**src/hw/status_bank_pkg.sv**
```systemverilog
// Package with offsets, field positions and types of the charger status readback bank.
`default_nettype none
package status_bank_pkg;
   localparam logic [7:0] OFS_OPT_THERM_DET = 8'h1d;
   localparam logic [7:0] OFS_PATH_CONV_TMR = 8'h1e;
   localparam logic [7:0] OFS_TEMP_ZONE     = 8'h1f;
   localparam logic [7:0] RESET_STATUS      = 8'h00;
   localparam int         POS_OPT_STATE     = 6;
   localparam int         POS_DIE_THERMAL   = 2;
   localparam int         POS_DATA_LINE     = 1;
   localparam int         POS_BAT_PRESENT   = 0;
   localparam int         POS_SECOND_PATH   = 7;
   localparam int         POS_FIRST_PATH    = 6;
   localparam int         POS_CONV_DONE     = 5;
   localparam int         POS_SYS_MIN       = 4;
   localparam int         POS_FAST_TMO      = 3;
   localparam int         POS_TRICKLE_TMO   = 2;
   localparam int         POS_PRE_TMO       = 1;
   localparam int         POS_BAT_LOW_BOOST = 4;
   localparam int         POS_COLD          = 3;
   localparam int         POS_COOL          = 2;
   localparam int         POS_WARM          = 1;
   localparam int         POS_HOT           = 0;

   // Optimizer progress codes.
   typedef enum logic [1:0] {
      OPT_DISABLED = 2'b00,
      OPT_RUNNING  = 2'b01,
      OPT_FOUND    = 2'b10,
      OPT_RESERVED = 2'b11
   } opt_state_type;

   // Live internal conditions feeding the bank.
   typedef struct packed {
      opt_state_type current_optimizer_state;
      logic          die_thermal_regulation_bit;
      logic          data_line_detect_active;
      logic          battery_above_release;
      logic          second_input_path_fitted;
      logic          first_input_path_fitted;
      logic          one_shot_mode;
      logic          conversion_finished;
      logic          forward_mode;
      logic          battery_below_minimum;
      logic          fast_charge_timeout_bit;
      logic          trickle_timeout_bit;
      logic          precharge_timeout_bit;
      logic          battery_low_for_reverse_boost;
      logic          thermistor_cold_zone;
      logic          thermistor_cool_zone;
      logic          thermistor_warm_zone;
      logic          thermistor_hot_zone;
   } condition_type;
endpackage
`default_nettype wire

```
**src/hw/status_sync.sv**
```systemverilog
// Two-flop synchroniser for a vector of asynchronous condition levels.
`default_nettype none
module status_sync #(
   parameter int WIDTH = 1
) (
   input  wire logic             clk,
   input  wire logic             rst,
   input  wire logic [WIDTH-1:0] async_in,
   output var  logic [WIDTH-1:0] sync_out
);
   logic [WIDTH-1:0] meta_r;

   // First stage feeds only the second stage.
   always_ff @(posedge clk or posedge rst) begin
      if (rst) begin
         meta_r   <= '0;
         sync_out <= '0;
      end else begin
         meta_r   <= async_in;
         sync_out <= meta_r;
      end
   end
endmodule
`default_nettype wire

```
**src/hw/charger_status_readback_bank.sv**
```systemverilog
// Read-only charger status bank at offsets 1d to 1f, fed by live conditions.
`default_nettype none
module charger_status_readback_bank
   import status_bank_pkg::*;
(
   input  wire logic          CLK,
   input  wire logic          RST,
   input  wire condition_type COND,
   input  wire logic [7:0]    RD_ADDR,
   input  wire logic          RD_EN,
   input  wire logic          WR_EN,
   input  wire logic [7:0]    WR_DATA,
   output var  logic [7:0]    RD_DATA,
   output var  logic          RD_VALID,
   output var  logic          RD_HIT
);
   condition_type cond_s;
   logic [7:0]    opt_therm_det_r;
   logic [7:0]    opt_therm_det_nxt;
   logic [7:0]    path_conv_tmr_r;
   logic [7:0]    path_conv_tmr_nxt;
   logic [7:0]    temp_zone_r;
   logic [7:0]    temp_zone_nxt;
   logic [7:0]    rd_data_nxt;
   wire           hit_a;
   wire           hit_b;
   wire           hit_c;
   wire           write_ignored;

   // Conditions come from analogue circuits outside this clock domain.
   status_sync #(
      .WIDTH($bits(condition_type))
   ) u_sync (
      .clk      (CLK),
      .rst      (RST),
      .async_in (COND),
      .sync_out (cond_s)
   );

   // Optimizer, thermal, detection and battery presence byte.
   always_comb begin
      opt_therm_det_nxt = RESET_STATUS;
      opt_therm_det_nxt[POS_OPT_STATE+:2] = cond_s.current_optimizer_state;
      opt_therm_det_nxt[POS_DIE_THERMAL]  = cond_s.die_thermal_regulation_bit;
      opt_therm_det_nxt[POS_DATA_LINE]    = cond_s.data_line_detect_active;
      opt_therm_det_nxt[POS_BAT_PRESENT]  = cond_s.battery_above_release;
   end

   // Path placement, conversion, system regulation and timer byte.
   always_comb begin
      path_conv_tmr_nxt = RESET_STATUS;
      path_conv_tmr_nxt[POS_SECOND_PATH] = cond_s.second_input_path_fitted;
      path_conv_tmr_nxt[POS_FIRST_PATH]  = cond_s.first_input_path_fitted;
      path_conv_tmr_nxt[POS_CONV_DONE]   = cond_s.one_shot_mode
                                         & cond_s.conversion_finished;
      path_conv_tmr_nxt[POS_SYS_MIN]     = cond_s.forward_mode
                                         & cond_s.battery_below_minimum;
      path_conv_tmr_nxt[POS_FAST_TMO]    = cond_s.fast_charge_timeout_bit;
      path_conv_tmr_nxt[POS_TRICKLE_TMO] = cond_s.trickle_timeout_bit;
      path_conv_tmr_nxt[POS_PRE_TMO]     = cond_s.precharge_timeout_bit;
   end

   // Reverse boost and thermistor zone byte.
   always_comb begin
      temp_zone_nxt = RESET_STATUS;
      temp_zone_nxt[POS_BAT_LOW_BOOST] = cond_s.battery_low_for_reverse_boost;
      temp_zone_nxt[POS_COLD]          = cond_s.thermistor_cold_zone;
      temp_zone_nxt[POS_COOL]          = cond_s.thermistor_cool_zone;
      temp_zone_nxt[POS_WARM]          = cond_s.thermistor_warm_zone;
      temp_zone_nxt[POS_HOT]           = cond_s.thermistor_hot_zone;
   end

   // Status registers refresh every cycle and never latch.
   always_ff @(posedge CLK or posedge RST) begin
      if (RST) begin
         opt_therm_det_r <= RESET_STATUS;
         path_conv_tmr_r <= RESET_STATUS;
         temp_zone_r     <= RESET_STATUS;
      end else begin
         opt_therm_det_r <= opt_therm_det_nxt;
         path_conv_tmr_r <= path_conv_tmr_nxt;
         temp_zone_r     <= temp_zone_nxt;
      end
   end

   // Address decode; writes are accepted and dropped.
   assign hit_a         = (RD_ADDR == OFS_OPT_THERM_DET);
   assign hit_b         = (RD_ADDR == OFS_PATH_CONV_TMR);
   assign hit_c         = (RD_ADDR == OFS_TEMP_ZONE);
   assign write_ignored = WR_EN & (|WR_DATA | 1'b1);
   assign RD_HIT        = RD_EN & (hit_a | hit_b | hit_c);

   // Read mux; unmapped offsets read zero.
   always_comb begin
      rd_data_nxt = RESET_STATUS;
      if (hit_a) begin
         rd_data_nxt = opt_therm_det_r;
      end else if (hit_b) begin
         rd_data_nxt = path_conv_tmr_r;
      end else if (hit_c) begin
         rd_data_nxt = temp_zone_r;
      end
   end

   // Read data is registered one cycle after the strobe; reads have no side effect.
   always_ff @(posedge CLK or posedge RST) begin
      if (RST) begin
         RD_DATA  <= RESET_STATUS;
         RD_VALID <= 1'b0;
      end else begin
         RD_VALID <= RD_EN & ~write_ignored;
         if (RD_EN) begin
            RD_DATA <= rd_data_nxt;
         end
      end
   end
endmodule
`default_nettype wire

```
**config.mk**
```make
export PLATFORM = sky130hd
export DESIGN_NAME = charger_status_readback_bank
export DESIGN_NICKNAME = d
export VERILOG_FILES = /design/src/hw/status_bank_pkg.sv /design/src/hw/status_sync.sv /design/src/hw/charger_status_readback_bank.sv
export SDC_FILE = /design/constraint.sdc
export NUM_CORES = 1
export LEC_CHECK = 0
export ABC_AREA = 1
export BUFFER_PORTS_ARGS = -buffer_cell sky130_fd_sc_hd__buf_2
export CAP_MARGIN = 20
export CORE_MARGIN = 5
export CORE_UTILIZATION = 46
export CTS_BUF_LIST = sky130_fd_sc_hd__clkbuf_16
export CTS_CLUSTER_SIZE = 10
export DETAILED_ROUTE_END_ITERATION = 10
export PLACE_DENSITY = 0.84
export SYNTH_ARGS = -nofsm -noshare
export SYNTH_HDL_FRONTEND = slang
export SYNTH_SLANG_ARGS = --single-unit
```
**constraint.sdc**
```tcl
create_clock -name CLK -period 1.5 [get_ports CLK]
set_input_delay 0 -clock CLK [delete_from_list [all_inputs] [get_ports CLK]]
set_output_delay 0 -clock CLK [all_outputs]
set_load 0.03 [all_outputs]
```
# == Word level (Yosys, flattened, before mapping) ==
# Cells that the tools add are included.
# op_classes
n_mux,3
n_eq_ne,3
n_bitwise,7
# op_table
operator,n
$eq 8x5->1 const B,3
$mux 8,2
$mux 5,1
$and 1x1->1,4
$or 1x1->1,2
$not 1->1,1
# word_totals
word_cells,20
out_inout_bits,10
in_bits,39
reg_bits,64

# == Depth between registers and ports, before layout ==
# Gate-level depths: netlist of run 1.
# logic_depth
ltp_word,4
ltp_mapped,9

# == By module ==
# From an unflattened synthesis of run 1, not the netlist that was laid out.
# unflattened
hier_cells,148
area_unflattened_um2,1981.9
# by_module_without_submodules
mod,area_per_inst_um2,cells_per_inst,seq_area_each_um2,instances
charger_status_readback_bank,1027.2,109,650.6,1
status_sync,954.7,39,950.9,1

# == Worst setup path after synthesis of run 1 ==
# OpenSTA, ideal clock, no wires.
# synth_timing
kind,input -> output
from,input port RD_ADDR[5]
to,output port RD_HIT
t_arrival_ps,909
setup_slack_ps,591
stages,6
path_buffers,1
cell_sequence,inv_1 -> nand2_1 -> nor2_2 -> buf_4 -> o21ai_0 -> a21oi_1
# synth_via
elab_chain_len,4
elab_cells_between_ends,6
# synth_rtl
element,line,text
"start, declared",charger_status_readback_bank.sv:9,"input wire logic [7:0] RD_ADDR,"
$eq 8x5->1 (on tied branches),"charger_status_readback_bank.sv:87, charger_status_readback_bank.sv:88",
$or 1x1->1,charger_status_readback_bank.sv:91,assign RD_HIT = RD_EN & (hit_a | hit_b | hit_c);
$or 1x1->1 *,charger_status_readback_bank.sv:91,
$and 1x1->1 *,charger_status_readback_bank.sv:91,
"end, declared",charger_status_readback_bank.sv:15,output var logic RD_HIT
# Mark *: on every way between the ends. The rest lies on a longest branch, timed or not.

# == Final worst setup path of run 1 ==
# layout_timing
from,input port RD_EN
to,output port RD_HIT
# layout_via
elab_chain_len,1
# layout_rtl
element,line,text
"start, declared",charger_status_readback_bank.sv:10,"input wire logic RD_EN,"
$and 1x1->1,charger_status_readback_bank.sv:91,
# No other way between the ends.

==> impl_metrics.json, run 1 <==
{
  "status": "finished, final reports clean",
  "final_cell_mix": "dfrtp_1 (64), buf_2 (40), nand2_1 (38)",
  "worst_pin_slew_ns": 0.467,
  "rsz0062_at_grt": "false",
  "finalCritPeriodShare_pct": 83.3,
  "p_leak_nw": 1.42,
  "setup-tns-final_ns": 0,
  "synth_seq_area_share_pct": 81.0,
  "crit_top_cell": "buf_2",
  "syn_to_final_growth_pct": 39.2,
  "cts_made_buffers": 9,
  "yosys_warnings": 0,
  "first_iter_violations": 44,
  "multi_input_area_sq_um": 303,
  "hp-class": "primary input to register",
  "postSynthAreaPerCell_sq_um": 13.5,
  "dp_cells": 236,
  "synth_seq_cells": 64,
  "crit_type": "primary input to output pin",
  "slew_headroom_pct": 68.8,
  "startpoint_type": "primary input",
  "maxCapViolCount": 0,
  "clock-root-buffer": "clkbuf_16",
  "r2r_end": "RD_DATA[2]",
  "post_cts_buffers": 0,
  "grt-ovfl-total": 0,
  "cp_max_fo": 11,
  "grtUsageTotal_pct": 15.9,
  "cp_data_required_time_ns": 1.50,
  "synth_fa_ha_area_share_pct": 0,
  "num_antenna_cells": 0,
  "core_area_sq_um": 4090,
  "drive_above_1_share_pct": 27.8,
  "cts_max_level": 3,
  "dieArea_sq_um": 5710,
  "fin_crit_ns": 1.25,
  "cp_cell_sequence": "dlygate4sd3_1, buf_2, inv_1, a21oi_1, buf_2",
  "p_per_area_nw_per_um2": 1420,
  "synth-compound-area-share_pct": 0.759,
  "grt_pass1_wl_um": 6230,
  "cts_sinks": 64,
  "syn_inst": 147,
  "ff_latch_area_sq_um": 1600,
  "via_count": 1216,
  "hold_violations": 0,
  "clockBufferDepth": 2,
  "grt_util_met3_pct": 7.12,
  "io_pins": 49,
  "synthMuxAreaShare_pct": 0,
  "hold_end": "RD_DATA[5]",
  "hold_path_depth": 5,
  "ir_drop_mv": 1.18,
  "viasPerCell": 4.45,
  "r2r_cells": 6,
  "avgRoutedWirePerCell_um": 13.5,
  "place.gp.congestion": 0.800,
  "crit_slowest_cell": "dlygate4sd3_1",
  "dp_hpwl_um": 1920,
  "cts_tree": "built",
  "grt_start_max_net_pins": 34,
  "fin_hold_ws_ns": 0.136,
  "syn_nets": 186,
  "nNetsFinal": 258,
  "worst-path-buf-inv": 4,
  "grt_pass1_vias": 1332,
  "synth_cell_types": 13,
  "final_util_pct": 67.4,
  "top_usage_layer": "met2",
  "drc_errors": 0,
  "antenna_found_initial": 0,
  "hold_start": "RD_ADDR[1]",
  "start_util_pct": 48.4,
  "rows": 23,
  "r2r_slack_ns": 0.65,
  "wl_um": 3680,
  "synthSimpleGateAreaFrac_pct": 14.5,
  "end_kind": "output pin",
  "slew_viol_final": 0,
  "syn_area_sq_um": 1980,
  "clock_skew_ns": 0.00866,
  "fill_cells": 273,
  "stdcell_area_sq_um": 2750,
  "fin_cells": 273,
  "ant_nets": 0,
  "drt-pass1-iter-count": 4,
  "synth_top_family_by_area": "simple AND/OR/NAND/NOR gates",
  "setup_viol": 0,
  "cp_top_family": "buffers and inverters",
  "reg2reg_from": "opt_therm_det_r[2]",
  "fmax_ghz": 0.800,
  "use_met1_pct": 17.8,
  "path_clk_slew_ns": 0.05,
  "critPathMaxStageDelay_ns": 0.53,
  "die_h_um": 75.6,
  "numPortBuffers": 40,
  "crit_arrival_ns": 1.25,
  "met2_usage_pct": 26.7,
  "dpl-instance-area_sq_um": 2250,
  "die_w_um": 75.6,
  "synth_xor_area_share_pct": 0,
  "layout_commonest_cell": "dfrtp_1",
  "clock_latency_ns": 0.32
}
-- worst max path at each step --
| stage | endpoint | cells after the start | startpoint |
|---|---|---|---|
| after global routing | RD_HIT | 5 | RD_EN |
| after floorplan | RD_HIT | 6 | RD_ADDR[5] |
| after detailed placement | RD_DATA[3] | 9 | RD_ADDR[5] |
| after CTS | RD_HIT | 5 | RD_EN |
| after global placement | RD_DATA[7] | 9 | RD_ADDR[5] |
| final | RD_HIT | 5 | RD_EN |
-- kinds of logic after synthesis --
logic type | Yosys count
flops | 64
simple gates | 63
compound gates | 3
buf+inv | 17
-- where the power goes --
part	total, W	switching [W]	internal [W]
logic	0.000173	0.0000891	0.0000841
registers	0.00183	0.0000228	0.00181
clock network	0.00191	0.000658	0.00125
-- cell usage after synthesis --
cell type / count / area [sq um]
nand2_1: 38 / 143
nand2_2: 1 / 6.26
buf_2: 2 / 10.0
a21oi_1: 1 / 5.00
o21ai_0: 1 / 5.00
nor2_4: 3 / 33.8
nor2_2: 1 / 6.26
dfrtp_1: 64 / 1600
nand3_1: 19 / 95.1
inv_1: 13 / 48.8
buf_4: 2 / 15.0
nor2_1: 1 / 3.75
o21ai_1: 1 / 5.00
-- per-stage QoR --
step | setup WS (ns) | power [W]
floorplan | 0.591 | 0.00192
global placement | 0.439 | 0.00197
detailed placement | 0.381 | 0.00198
CTS | 0.242 | 0.00393
global route | 0.113 | 0.00407
finish | 0.250 | 0.00391
-- final cells by class --
cell class                      count  share of cell area, %
Sequential cell                    64                   58.2
Timing Repair Buffer               65                   16.5
Multi-Input combinational cell     66                   11.0
Clock buffer                        9                   8.18
Tap cell                           50                   2.27
Clock inverter                      6                   1.91
Inverter                           13                   1.91
-- tightest hold or removal path: cells and delay by family --
family,cells,cell delay (ns)
AND/OR/NAND/NOR,3,0.25
buffers and inverters,1,0.11
AO/OA/AOI/OAI,1,0.05
-- sequential cells by signal, indices dropped and copies added (netlist names) --
signal	flops
opt_therm_det_r	5
u_sync.meta_r	19
temp_zone_r	5
path_conv_tmr_r	7
RD_VALID	1
RD_DATA	8
u_sync.sync_out	19
-- layer usage --
layer  vias up  routed length (um)
li1        598                   -
met1       573                1430
met2        40                1880
met3         5                 314
met4         0                  49
met5         -                   0
-- what timing repair did --
action	in CTS	in global routing
endpoints found under the hold margin	89	0
gates resized for setup	0	0
hold buffers	22	0
Power figures use the tool's default switching activity.
==> run 2, diff against run 1 <==
==> constraint.sdc (replaced) <==
create_clock -name CLK -period 1.1 [get_ports CLK]
set_input_delay 0 -clock CLK [delete_from_list [all_inputs] [get_ports CLK]]
set_output_delay 0 -clock CLK [all_outputs]
set_load 0.03 [all_outputs]
==> impl_metrics.json, run 2 (synthesis gave the netlist of run 1 again) <==
{
  "layout_commonest_cell": "dfrtp_1",
  "first_iter_violations": 90,
  "grtUsageTotal_pct": 16.4,
  "hold_violations": 0,
  "crit_arrival_ns": 0.98,
  "cp_cell_sequence": "buf_2, inv_1, nand2_1, nor2_2, buf_12, o21ai_0, a21oi_1, buf_2",
  "end_kind": "output pin",
  "worst_pin_slew_ns": 0.327,
  "finalCritPeriodShare_pct": 89.1,
  "setup-tns-final_ns": 0,
  "hold_path_depth": 5,
  "grt-ovfl-total": 0,
  "dpl-instance-area_sq_um": 2260,
  "multi_input_area_sq_um": 303,
  "fin_hold_ws_ns": 0.0421,
  "nNetsFinal": 257,
  "clock_skew_ns": 0.00559,
  "cp_max_fo": 20,
  "setup_viol": 0,
  "avgRoutedWirePerCell_um": 14.1,
  "core_area_sq_um": 4090,
  "ant_nets": 0,
  "cts_sinks": 64,
  "p_leak_nw": 1.41,
  "place.gp.congestion": 0.810,
  "fin_cells": 272,
  "clock_latency_ns": 0.32,
  "clockBufferDepth": 2,
  "grt_pass1_vias": 1293,
  "rows": 23,
  "die_w_um": 75.6,
  "start_util_pct": 48.4,
  "dp_cells": 235,
  "dp_hpwl_um": 1980,
  "cts_max_level": 3,
  "crit_top_cell": "buf_2",
  "r2r_cells": 6,
  "cts_tree": "built",
  "worst-path-buf-inv": 4,
  "startpoint_type": "primary input",
  "r2r_slack_ns": 0.22,
  "critPathMaxStageDelay_ns": 0.22,
  "reg.largest.list": "u_sync.meta_r (19), u_sync.sync_out (19), RD_DATA (8)",
  "final_util_pct": 67.5,
  "syn_to_final_growth_pct": 39.4,
  "grt_start_max_net_pins": 65,
  "maxCapViolCount": 0,
  "io_pins": 49,
  "die_h_um": 75.6,
  "cp_data_required_time_ns": 1.10,
  "slew_viol_final": 0,
  "fin_crit_ns": 0.980,
  "ir_drop_mv": 1.68,
  "p_per_area_nw_per_um2": 1940,
  "cts_made_buffers": 9,
  "rsz0062_at_grt": "false",
  "fmax_ghz": 1.02,
  "crit_cells": 8,
  "ff_latch_area_sq_um": 1600,
  "grt_pass1_wl_um": 6400,
  "slew_headroom_pct": 78.2,
  "drc_errors": 0,
  "via_count": 1249,
  "final_cell_mix": "dfrtp_1 (64), buf_2 (40), nand2_1 (38)",
  "fill_cells": 256,
  "stdcell_area_sq_um": 2760,
  "path_clk_slew_ns": 0.05,
  "status": "finished, final reports clean",
  "crit_slowest_cell": "buf_2",
  "wl_um": 3840,
  "drive_above_1_share_pct": 26.6,
  "numPortBuffers": 40,
  "hp-class": "primary input to register",
  "num_antenna_cells": 0,
  "post_cts_buffers": 0,
  "dieArea_sq_um": 5710,
  "antenna_found_initial": 0,
  "viasPerCell": 4.59,
  "drt-pass1-iter-count": 4,
  "clock-root-buffer": "clkbuf_16",
  "crit_type": "primary input to output pin",
  "cp_top_family": "buffers and inverters"
}
==> run 2: cell count changes in the layout (fill, tap and decap cells not counted) <==
cell        change
buf_12          +1
buf_4           -2
clkinvlp_4      +1
clkinv_2        -3
clkinv_1        +2
==> run 2: what timing repair did <==
action | CTS | global route
resized for setup | 0 | 0
hold endpoints to repair | 89 | 0
hold buffers | 22 | 0
endpoints found under the setup margin | 0 | 0
==> run 2: path summary, 6_finish.rpt <==
kind | start | end
setup / recovery | RD_ADDR[5] | RD_HIT
hold / removal | RD_EN | RD_DATA[2]
setup reg to reg | opt_therm_det_r[1] | RD_DATA[1]
hold reg to reg | u_sync.meta_r[10] | u_sync.sync_out[10]
max in group asynchronous | RST | RD_VALID
min in group asynchronous | RST | RD_DATA[4]
==> run 2: cell type report <==
class / count / area share, %
Sequential cell: 64 / 58.1
Clock inverter: 6 / 1.91
Inverter: 13 / 1.91
Tap cell: 50 / 2.27
Clock buffer: 9 / 8.17
Timing Repair Buffer: 64 / 16.7
Multi-Input combinational cell: 66 / 11.0
==> run 2: per-layer routing <==
layer / GRT usage (%) / vias up / part of all wire (%)
met4: 9.90 / 0 / 2.8
met5: 0 / - / 0
met3: 5.94 / 11 / 8.5
met2: 25.1 / 53 / 47
li1: - / 596 / -
met1: 19.9 / 589 / 41
==> run 2: worst register-to-register path, delay by kind of cell (launching register included) <==
family,cells,cell delay [ns]
and+or+nand+nor,4,0.27
DFF,1,0.38
buffers and inverters,2,0.12
==> run 2: through the flow <==
stage / total power, W / worst slack [ns]
6_report: 0.00536 / 0.120
5_1_grt: 0.00556 / 0.00539
4_1_cts: 0.00538 / 0.124
3_5_place_dp: 0.00271 / 0.139
3_3_place_gp: 0.00269 / 0.169
2_1_floorplan: 0.00261 / 0.191
==> run 2: report_power, final <==
part	internal, W	switching, W	leakage (nW)
logic	0.000115	0.000124	0.502
clock network	0.00170	0.000917	0.135
registers	0.00246	0.0000335	0.768
